File: src/rtl/dac_ctrl_pkg.sv
// Constants and carrier types for the host-side converter latch controller.
// Assumes one 25 MHz clock and an Avalon-MM master with waitrequest.
// Operation
// RL1: Code passes input then converter register.
// RL2: Converter holds output while input holds next.
// RL3: Shared transfer updates only written converters.
// RL4: Floating inputs read as one; drive all.
// RL5: Separate selects for input and transfer.
// RL6: Latch enable qualifies input chip select.
// RL7: Latch enable low freezes input register.
// RL8: Stand-alone double buffer: two strobes.
// RL9: Strobe high leaves output unchanged.
// RL10: Single buffer: one register transparent.
// RL11: Single buffer latches in input register.
// RL12: Stand-alone single buffer strobes first only.
// RL13: All grounded, enable high: flow-through.
// RL14: 256 output steps for 8 bits.
// RL15: Latch enable high or from address.
// RL16: Input transparent when select, strobe low.
// RL17: Converter loads when strobe, transfer low.
// RL18: Bit 0 least, bit 7 most significant.
// RL19: Latches have no clock, reset.
`default_nettype none
package dac_ctrl_pkg;
  localparam int unsigned CODE_W        = 8;
  localparam int unsigned NUM_DAC       = 4;
  localparam int unsigned CLK_HZ        = 25000000;
  localparam int unsigned STROBE_NS     = 900;
  localparam int unsigned HOLD_NS       = 50;
  localparam int unsigned STROBE_CYC    = (STROBE_NS * (CLK_HZ / 1000000) + 999) / 1000;
  localparam int unsigned HOLD_CYC      = (HOLD_NS * (CLK_HZ / 1000000) + 999) / 1000;
  localparam logic [3:0]  OFF_CODE      = 4'h0;
  localparam logic [3:0]  OFF_CTRL      = 4'h4;
  localparam logic [3:0]  OFF_CMD       = 4'h8;
  localparam logic [3:0]  OFF_STATUS    = 4'hC;
  localparam logic [1:0]  MODE_DOUBLE   = 2'h0;
  localparam logic [1:0]  MODE_SINGLE   = 2'h1;
  localparam logic [1:0]  MODE_FLOW     = 2'h2;
  localparam int unsigned CMD_LOAD_BIT  = 0;
  localparam int unsigned CMD_TRANSFER_CONTROL_N_BIT  = 1;
  localparam int unsigned CMD_SEL_LSB   = 8;

  typedef enum logic [2:0] {
    ST_IDLE   = 3'b000,
    ST_SETUP  = 3'b001,
    ST_STROBE = 3'b010,
    ST_HOLD   = 3'b011
  } phase_e;

  typedef struct packed {
    logic [CODE_W-1:0] code_inputs;
    logic              input_latch_enable;
    logic              input_write_strobe_n;
    logic              transfer_write_strobe_n;
    logic              transfer_control_n;
  } dac_pins_s;
endpackage
`default_nettype wire

File: src/rtl/dac_latch_host.sv
// Host-side controller for several double-buffered 8-bit converters.
// Assumes converters share the code bus, strobes and transfer line; one chip select each.
//
// Added by the designer: the register addresses and the Avalon-MM interface to the registers.
`default_nettype none
module dac_latch_host
  import dac_ctrl_pkg::*;
#(
  parameter int unsigned N_DAC = NUM_DAC
) (
  input  wire logic             sys_clk_in,
  input  wire logic             rst_n_in,
  input  wire logic [3:0]       avs_address_in,
  input  wire logic             avs_read_in,
  input  wire logic             avs_write_in,
  input  wire logic [31:0]      avs_writedata_in,
  output logic      [31:0]      avs_readdata_out,
  output logic                  avs_waitrequest_out,
  output dac_pins_s             pins_out,
  output logic      [N_DAC-1:0] chip_select_n_out
);
  localparam logic [7:0] STROBE_LEN = 8'(STROBE_CYC);
  localparam logic [7:0] HOLD_LEN   = 8'(HOLD_CYC);

  phase_e            state;
  phase_e            next_state;
  logic [7:0]        count;
  logic [CODE_W-1:0] code;
  logic [1:0]        mode;
  logic              freeze;
  logic              do_load;
  logic              do_transfer_control_n;
  logic [N_DAC-1:0]  sel;
  logic [N_DAC-1:0]  pending;
  logic              busy;
  logic              read_ack;

  wire cmd_wr    = avs_write_in && (avs_address_in == OFF_CMD);
  wire code_wr   = avs_write_in && (avs_address_in == OFF_CODE);
  wire ctrl_wr   = avs_write_in && (avs_address_in == OFF_CTRL);
  wire accept    = cmd_wr && (state == ST_IDLE);
  wire wait_busy = cmd_wr && (state != ST_IDLE);
  wire count_end = (count == 8'h00);
  wire is_flow   = (mode == MODE_FLOW);
  wire is_single = (mode == MODE_SINGLE);
  wire strobing  = (state == ST_STROBE);
  wire active    = (state != ST_IDLE);

  // Reads take one wait state so the registered data stand when waitrequest drops
  assign avs_waitrequest_out = wait_busy || (avs_read_in && !read_ack);
  assign busy                = active;

  always_comb begin
    next_state = state;
    case (state)
      ST_IDLE:   next_state = accept ? ST_SETUP : ST_IDLE;
      ST_SETUP:  next_state = count_end ? ST_STROBE : ST_SETUP;
      ST_STROBE: next_state = count_end ? ST_HOLD : ST_STROBE;
      ST_HOLD:   next_state = count_end ? ST_IDLE : ST_HOLD;
      default:   next_state = ST_IDLE;
    endcase
  end

  always_ff @(posedge sys_clk_in or negedge rst_n_in) begin
    if (!rst_n_in) begin
      state <= ST_IDLE;
      count <= 8'h00;
    end else begin
      state <= next_state;
      if (accept || (active && count_end && state != ST_HOLD)) begin
        count <= (accept || state == ST_STROBE) ? HOLD_LEN : STROBE_LEN;
      end else if (!count_end) begin
        count <= count - 8'h01;
      end
    end
  end

  // RL14 full code width
  always_ff @(posedge sys_clk_in or negedge rst_n_in) begin
    if (!rst_n_in) begin
      code   <= 8'h00;
      mode   <= MODE_DOUBLE;
      freeze <= 1'b0;
    end else begin
      if (code_wr && !active) begin
        code <= avs_writedata_in[CODE_W-1:0];
      end
      if (ctrl_wr) begin
        mode   <= avs_writedata_in[1:0];
        freeze <= avs_writedata_in[4];
      end
    end
  end

  always_ff @(posedge sys_clk_in or negedge rst_n_in) begin
    if (!rst_n_in) begin
      do_load <= 1'b0;
      do_transfer_control_n <= 1'b0;
      sel     <= '0;
      pending <= '0;
    end else begin
      if (accept) begin
        do_load <= avs_writedata_in[CMD_LOAD_BIT];
        do_transfer_control_n <= avs_writedata_in[CMD_TRANSFER_CONTROL_N_BIT];
        sel     <= avs_writedata_in[CMD_SEL_LSB +: N_DAC];
      end
      // RL3 track written inputs
      if (state == ST_HOLD && count_end) begin
        pending <= do_transfer_control_n ? '0 : (do_load && !freeze ? (pending | sel) : pending);
      end
    end
  end

  // RL5 per-converter input select
  assign chip_select_n_out = (is_flow || (active && do_load)) ? ~(is_flow ? {N_DAC{1'b1}} : sel) : {N_DAC{1'b1}};

  // RL18 bit order kept
  assign pins_out.code_inputs = code;
  // RL15 enable driven, RL7 freeze
  assign pins_out.input_latch_enable = !freeze;
  // RL8 first strobe loads input, RL12 single strobe, RL13 flow held low
  assign pins_out.input_write_strobe_n = is_flow ? 1'b0 : !(strobing && do_load);
  // RL10 transfer path transparent, RL11 input latches, RL9 idle high
  assign pins_out.transfer_write_strobe_n = (is_flow || is_single) ? 1'b0 : !(strobing && do_transfer_control_n);
  // RL4 every pin driven, RL17 transfer with strobe
  assign pins_out.transfer_control_n = (is_flow || is_single) ? 1'b0 : !(active && do_transfer_control_n);

  wire [31:0] rd_status = {{(28 - N_DAC){1'b0}}, pending, 3'h0, busy};
  wire [31:0] rd_mux    = (avs_address_in == OFF_CODE)   ? {24'h0, code} :
                          (avs_address_in == OFF_CTRL)   ? {27'h0, freeze, 2'h0, mode} :
                          (avs_address_in == OFF_STATUS) ? rd_status : 32'h0;

  always_ff @(posedge sys_clk_in or negedge rst_n_in) begin
    if (!rst_n_in) begin
      avs_readdata_out <= 32'h0;
      read_ack         <= 1'b0;
    end else begin
      read_ack <= avs_read_in && !read_ack;
      if (avs_read_in && !read_ack) begin
        avs_readdata_out <= rd_mux;
      end
    end
  end
endmodule
`default_nettype wire

File: config.mk
export PLATFORM = sky130hd
export DESIGN_NAME = dac_latch_host
export DESIGN_NICKNAME = d
export VERILOG_FILES = /design/src/rtl/dac_ctrl_pkg.sv /design/src/rtl/dac_latch_host.sv
export SDC_FILE = /design/constraint.sdc
export NUM_CORES = 1
export LEC_CHECK = 0
export CAP_MARGIN = 10
export CORE_MARGIN = 5
export CORE_UTILIZATION = 55
export CTS_BUF_LIST = sky130_fd_sc_hd__clkbuf_2
export DETAILED_ROUTE_END_ITERATION = 7
export DONT_BUFFER_PORTS = 1
export PLACE_DENSITY = 0.73
export SKIP_CTS_REPAIR_TIMING = 1
export SLEW_MARGIN = 20
export SYNTH_ARGS = -nofsm -noshare
export SYNTH_HDL_FRONTEND = slang
export SYNTH_SLANG_ARGS = --single-unit
export TNS_END_PERCENT = 30
File: constraint.sdc
create_clock -name sys_clk_in -period 5.12 [get_ports sys_clk_in]
set_input_delay 1.024 -clock sys_clk_in [delete_from_list [all_inputs] [get_ports sys_clk_in]]
set_output_delay 1.024 -clock sys_clk_in [all_outputs]
set_load 0.005 [all_outputs]
==> metrics.txt, run 1 <==
Worst Path Required=4.10 ns; Min Hold Slack=0.259 ns; total power=0.868 mW; Syn. warnings=0; Syn Inst Count=196; syn_area_per_cell=10.3 um^2; I/O Buffers=0; antenna-violating nets left=0; Slew HR=40.2%; CP Launch Type=primary input; Async SR Flop Fraction=100%; residual DRC count=0; initial core utilization=56.2%; initial DRC count=83; H-tree depth=2; Post-synth EDFFs=0; Worst-Skew Late Latency=0.41 ns; Die Ht=70.7 um; first-pass GRT wire length=6.54 mm; Setup CP Type=primary input to output port; Antenna Cells=0; power per cell area=427 mW/mm^2; via count=1421; Setup TNS=0 ns; Worst R2R Setup Slack=2.85 ns; Max-cap violations=0; Final Cycle Share=57.3%; I/O Pins=89; largest net degree at the start of global routing=41; full die area=0.00500 mm^2; outcome=finished clean; Syn-to-layout area delta=0.309%; Crit. End Element=output port; RSZ-0062 raised after global routing=no; count of state elements after synthesis=40; clock sink count=40; Final setup violation count=0; Hold Fails Final Rpt=0; gr usage total=16.9%; Pre-Repair DR Iteration Count=4; crit path max fanout=4; post-layout minimum cycle time=2.93 ns; core box area=0.00361 mm^2; via/cell ratio=5.78; initial antenna violation count=0; Arr. time, crit path=1.91 ns; sequential element share of the synthesized area=49.4%; CTS tree=done; vias in the first global route=1386; achievable clock frequency=341 MHz; Hold Path Class=primary input to asynchronous set/reset pin; Clock Path Buffers=2; clk root buf=clkbuf_2; Distinct cells, synth=42; synthesized area=0.00203 mm^2; total gr overflow=0; share of layout cells above drive strength 1=16.2%; DP Wirelength=3.22 mm; Max Slew Vio Count=0; die width=70.7 um; Placer Congestion=0.817; layout net count=239; Num CTS Buffers=5; Max VDD drop=0.230 mV; Clock transition at path regs=0.22 ns; Cell Rows=22; ys flop type=dfrtp_1; drt wl/cell=17.2 um; final WL=4.23 mm; Setup Skew=0.0215 ns; Tightest Pin Transition=0.890 ns; LEAKAGE=0.969 nW
cells by family after synthesis:
logic type               after synthesis  share of synthesized area (%)
AND/OR/NAND/NOR                       64                           16.4
flip-flops                            40                           49.4
buffers and inverters                 36                           11.5
AO/OA/AOI/OAI                         32                           9.75
multiplexers                          19                           10.7
adder cells (fa/ha/maj)                2                           1.23
XOR/XNOR                               2                          0.864
other                                  1                          0.185
cell usage after synthesis, drive strengths merged, types with 2 or more instances:
cell | count | area [um^2]
dfrtp | 40 | 1000
buf | 26 | 196
nor2 | 22 | 82.6
mux2 | 18 | 206
a21oi | 17 | 85.1
nand2 | 13 | 48.8
inv | 7 | 26.3
nand3 | 5 | 30.0
nor3 | 5 | 25.0
a221oi | 4 | 35.0
clkbuf | 3 | 11.3
o21ai | 3 | 15.0
a21boi | 2 | 15.0
a222oi | 2 | 20.0
and2 | 2 | 13.8
ha | 2 | 25.0
nand2b | 2 | 12.5
nor2b | 2 | 12.5
nor4 | 2 | 18.8
nor4b | 2 | 17.5
or2 | 2 | 12.5
or3 | 2 | 12.5
or4b | 2 | 23.8
sequential cells by signal, indices dropped and copies added (netlist names), 2 cells and up:
name              cells
state                 2
count                 8
mode                  2
code                  8
avs_readdata_out      8
pending               4
sel                   4
worst paths after layout:
check                                       to           startpoint  depth (start not counted)
setup / recovery           avs_waitrequest_out    avs_address_in[2]                          3
hold / removal                        count[4]             rst_n_in                          0
setup reg to reg                    pending[2]             count[0]                          6
hold reg to reg            avs_readdata_out[2]  avs_readdata_out[2]                          2
max in group asynchronous              code[3]             rst_n_in                          0
min in group sys_clk_in    avs_readdata_out[2]  avs_readdata_out[2]                          2
report_power, final:
part / total, mW / switching (mW) / internal [mW] / leakage (nW)
Combinational: 0.216 / 0.114 / 0.102 / 0.409
Clock: 0.190 / 0.109 / 0.0815 / 0.0390
Sequential: 0.461 / 0.0768 / 0.384 / 0.521
Total: 0.868 / 0.300 / 0.568 / 0.969
cell usage in the layout, fill, tap and decap left out, types with 4 or more instances in the layout:
master    count
conb_1       24
nand2_1      13
nor3_1        5
nand3_1       4
a21oi_1      17
clkbuf_2      5
nor2_1       22
inv_1         7
dfrtp_1      40
mux2_2       17
a221oi_1      4
layer usage:
layer	up-vias	global-route usage, %	part of all wire [%]
li1	631	-	-
met5	-	0	0
met3	13	7.81	11
met2	82	25.1	47
met4	0	8.77	2.9
met1	695	20.5	38
area by class of cell:
class                   instances  area (um^2)
multi-input cells             143          878
well taps                      48         60.1
clock buffers                   5         25.0
clock inverters                 3         42.5
flip-flops and latches         40         1000
fillers                       324         1570
inverters                       7         26.3
per-stage QoR:
stage | cell area (um^2) | setup WS [ns] | cells | utilization, %
2_1_floorplan | 2110 | 2.42 | 219 | -
3_3_place_gp | 1970 | 2.17 | 238 | 54.5
3_5_place_dp | 1970 | 2.20 | 238 | 54.5
4_1_cts | 2030 | 2.17 | 246 | 56.4
5_1_grt | 2030 | 2.08 | 246 | 56.4
6_report | 2030 | 2.19 | 246 | 56.4
critical path, stage by stage:
cell and delay (ns):
nor4b_1 0.43, nand2_1 0.17, o21ai_0 0.29
Power figures use the tool's default switching activity.
==> run 2: changes to the inputs <==
==> constraint.sdc (replaced) <==
create_clock -name sys_clk_in -period 2.85 [get_ports sys_clk_in]
set_input_delay 0.57 -clock sys_clk_in [delete_from_list [all_inputs] [get_ports sys_clk_in]]
set_output_delay 0.57 -clock sys_clk_in [all_outputs]
set_load 0.005 [all_outputs]
==> metrics.txt, run 2 (same netlist as run 1, synthesis figures left out) <==
fill cell count=322; post-route cell area=0.00209 mm^2; post-layout minimum cycle time=2.42 ns; R2R cell count=6; residual DRC count=0; H-tree depth=2; crit path max fanout=6; Slew HR=51.5%; Num CTS Buffers=5; Worst Path Required=3.16 ns; CTS tree=done; initial DRC count=58; total gr overflow=0; Hold Fails Final Rpt=0; post-layout util=58.0%; initial core utilization=56.2%; I/O Buffers=0; Max VDD drop=0.506 mV; Antenna Cells=0; CP Launch Type=flop; gr usage total=16.7%; hold path depth=1; Setup Skew=0.0271 ns; Worst-Skew Late Latency=0.40 ns; Final Cycle Share=85.0%; Cell Rows=22; achievable clock frequency=413 MHz; DP Wirelength=3.24 mm; Arr. time, crit path=2.73 ns; Clock Path Buffers=2; Worst Hold End=code[2]; drt wl/cell=17.0 um; worst reg2reg path startpoint=count[0]; Tightest Pin Transition=0.721 ns; Placer Congestion=0.815; full die area=0.00500 mm^2; Setup CP Type=flop to flop; die width=70.7 um; final WL=4.27 mm; min-delay src=avs_writedata_in[2]; Placed Area=0.00199 mm^2; Regs by FF count=avs_readdata_out (8), code (8), count (8); LEAKAGE=1.01 nW; clk root buf=clkbuf_2; total power=1.57 mW; Clock transition at path regs=0.20 ns; I/O Pins=89; initial antenna violation count=0; Worst R2R Setup Slack=0.43 ns; largest net degree at the start of global routing=41; via count=1406; antenna-violating nets left=0; Hold Path Class=primary input to flop; Syn-to-layout area delta=3.15%; core box area=0.00361 mm^2; reg2reg end=pending[3]; via/cell ratio=5.60; clock sink count=40; share of layout cells above drive strength 1=17.7%; power per cell area=750 mW/mm^2; Final setup violation count=0; RSZ-0062 raised after global routing=no; most frequent cells in the layout=dfrtp_1 (40), conb_1 (24), nor2_1 (22), a21oi_1 (17), mux2_2 (17); most common cell after layout, fill and taps aside=dfrtp_1; outcome=finished clean; Max-cap violations=0; first-pass GRT wire length=6.52 mm; layout net count=244; Setup TNS=0 ns; Max Slew Vio Count=0; Pre-Repair DR Iteration Count=4; Die Ht=70.7 um; Crit. End Element=flop; vias in the first global route=1326
## run 2: cell types whose count changed in the layout (fill, tap and decap cells not counted)
cell | before | now
clkinvlp_4 | 1 | 0
buf_16 | 0 | 1
clkbuf_2 | 5 | 6
buf_4 | 0 | 3
dlygate4sd3_1 | 0 | 1
## run 2: worst max-delay path, cell delays in order (launching register included)
cell	delay [ns]
dfrtp_1	0.47
inv_1	0.10
ha_1	0.24
or4b_4	0.53
nor4_1	0.67
a21oi_1	0.17
nor2_1	0.14
## run 2: final cells by class
| cell class | count | area (um^2) | area share (%) |
|---|---|---|---|
| clock buffers | 6 | 30.0 | 1.44 |
| clock inverters | 2 | 35.0 | 1.68 |
| inverters | 7 | 26.3 | 1.26 |
| multi-input cells | 143 | 878 | 42.0 |
| flip-flops and latches | 40 | 1000 | 47.9 |
| well taps | 48 | 60.1 | 2.87 |
| repair buffers | 5 | 60.1 | 2.87 |
## run 2: metrics by stage
step,instances,hold slack (ns),setup slack [ns]
final,251,0.300,0.426
after global routing,251,0.251,0.293
after CTS,249,-0.200,0.436
after detailed placement,241,0.275,0.538
after global placement,241,0.275,0.782
after floorplan,219,0.274,0.862
## run 2: where the power goes
part	internal, mW	switching, mW
registers	0.690	0.136
clock network	0.151	0.183
logic	0.190	0.217
## run 2: worst max path at each step
stage             start          to  slack (ns)
2_1_floorplan  count[0]    count[1]        0.86
3_3_place_gp   count[0]  pending[1]        0.78
3_5_place_dp   count[0]  pending[3]        0.54
4_1_cts        count[0]  pending[3]        0.44
5_1_grt        count[0]  pending[3]        0.29
6_report       count[0]  pending[3]        0.43
## run 2: metal layers
layer	up-vias	routed length (um)	share of wire, %	GRT usage [%]
met5	-	0	0	0
met4	0	118	2.8	7.31
met3	10	436	10	6.39
met2	65	2050	48	26.2
met1	684	1660	39	20.6
li1	647	-	-	-
==> run 3: changes to the inputs <==
--- a/config.mk
+++ b/config.mk
@@ -11,7 +11,7 @@
 export CTS_BUF_LIST = sky130_fd_sc_hd__clkbuf_2
 export DETAILED_ROUTE_END_ITERATION = 7
 export DONT_BUFFER_PORTS = 1
-export PLACE_DENSITY = 0.73
+export PLACE_DENSITY = 0.76
 export SKIP_CTS_REPAIR_TIMING = 1
 export SLEW_MARGIN = 20
 export SYNTH_ARGS = -nofsm -noshare
==> constraint.sdc (replaced) <==
create_clock -name sys_clk_in -period 1.95 [get_ports sys_clk_in]
set_input_delay 0.0975 -clock sys_clk_in [delete_from_list [all_inputs] [get_ports sys_clk_in]]
set_output_delay 0.0975 -clock sys_clk_in [all_outputs]
set_load 0.005 [all_outputs]
==> metrics.txt, run 3 (same netlist as run 1, synthesis figures left out) <==
outcome=finished clean; Pre-Repair DR Iteration Count=4; Hold Fails Final Rpt=0; first-pass GRT wire length=6.53 mm; Max-cap violations=0; post-layout util=66.1%; residual DRC count=0; H-tree depth=2; CTS tree=done; Clock transition at path regs=0.21 ns; min-delay src=avs_write_in; clk root buf=clkbuf_2; Crit. End Element=flop; RSZ-0062 raised after global routing=yes; Setup Skew=0.0215 ns; drt wl/cell=15.9 um; GR Util met2=24.8%; Setup TNS=0 ns; share of layout cells above drive strength 1=21.7%; die width=70.7 um; Arr. time, crit path=2.24 ns; layout net count=271; Antenna Cells=0; Setup CP Type=flop to flop; Max VDD drop=0.719 mV; initial core utilization=56.2%; Cell Rows=22; initial antenna violation count=0; I/O Pins=89; critical-path cell list=inv_2 > ha_4 > or4b_4 > or2_4 > mux2_4 > o22ai_1; Final Cycle Share=97.2%; Num CTS Buffers=5; Slew HR=51.5%; total power=2.47 mW; CP bufs+invs=1; clock sink count=40; largest net degree at the start of global routing=41; most common cell after layout, fill and taps aside=dfrtp_1; I/O Buffers=0; met1 global-route usage=21.7%; most frequent cells in the layout=dfrtp_1 (40), conb_1 (24), dlygate4sd3_1 (21), nor2_1 (20), mux2_2 (17); worst reg2reg path startpoint=count[1]; vias in the first global route=1318; Clock Path Buffers=2; DP Worst Slack=-0.0233 ns; Worst-Skew Late Latency=0.40 ns; Final setup violation count=0; CP Launch Type=flop; total gr overflow=0; Regs by FF count=avs_readdata_out (8), code (8), count (8); fill cell count=280; power per cell area=1040 mW/mm^2; Hold Path Class=primary input to flop; LEAKAGE=1.13 nW; Placer Congestion=0.769; final WL=4.42 mm; met3 GRT Util=7.53%; core box area=0.00361 mm^2; Die Ht=70.7 um; CP max-delay cell=or4b_4; crit path max fanout=9; Syn-to-layout area delta=17.7%; GRT Max-Usage Layer=met2; DP Wirelength=2.96 mm; initial DRC count=52; post-layout minimum cycle time=1.89 ns; via/cell ratio=5.35; final worst slack=0.0553 ns; Worst Path Required=2.29 ns; via count=1486; Max Slew Vio Count=0; full die area=0.00500 mm^2; gr usage total=16.5%; antenna-violating nets left=0; Crit path max-delay family=simple AND/OR/NAND/NOR gates; slowest cell delay on critical path=0.50 ns; Crit. Startpoint=count[1]; achievable clock frequency=528 MHz; Tightest Pin Transition=0.717 ns
[run 3: cell types whose count changed in the layout (fill, tap and decap cells not counted), sizes merged]
cell	previous run	this run
dlygate4sd3	1	21
clkbuf	6	5
clkinv	1	2
buf	4	11
[run 3: through the flow]
step	hold WS, ns	cell area [um^2]	cells
5_1_grt	0.0266	2380	278
4_1_cts	-0.670	2100	255
6_report	0.0554	2380	278
3_3_place_gp	-0.197	2040	247
2_1_floorplan	-0.198	2120	219
3_5_place_dp	-0.197	2040	247
[run 3: worst paths after layout]
check	endpoint	slack (ns)	depth (start not counted)
min in group asynchronous	state[0]	0.13	2
worst min-delay path	code[2]	0.06	2
worst max-delay path	count[1]	0.06	6
worst max register to register	count[1]	0.06	6
max in group asynchronous	pending[2]	1.61	2
worst min register to register	avs_readdata_out[3]	0.53	2
[run 3: worst register-to-register path: stages (launching register included)]
cell,delay [ns]
dfrtp_1,0.43
inv_2,0.08
ha_4,0.13
or4b_4,0.50
or2_4,0.30
mux2_4,0.27
o22ai_1,0.13
[run 3: metal layers]
layer  up-vias  part of all wire, %
li1        699                    -
met1       713                   42
met2        65                   47
met3         9                  8.9
met4         0                  2.0
met5         -                    0
[run 3: final cells by class]
type / instances / area [um^2] / share of cell area (%)
Sequential cell: 40 / 1000 / 42.0
Inverter: 7 / 26.3 / 1.10
Clock buffer: 5 / 25.0 / 1.05
Tap cell: 48 / 60.1 / 2.52
Timing Repair Buffer: 32 / 309 / 13.0
Clock inverter: 3 / 37.5 / 1.57
Multi-Input combinational cell: 143 / 926 / 38.8
[run 3: report_power, final]
part	internal, mW	switching, mW	leakage, nW
registers	1.01	0.162	0.521
clock network	0.209	0.278	0.0380
logic	0.401	0.409	0.575
total	1.62	0.849	1.13
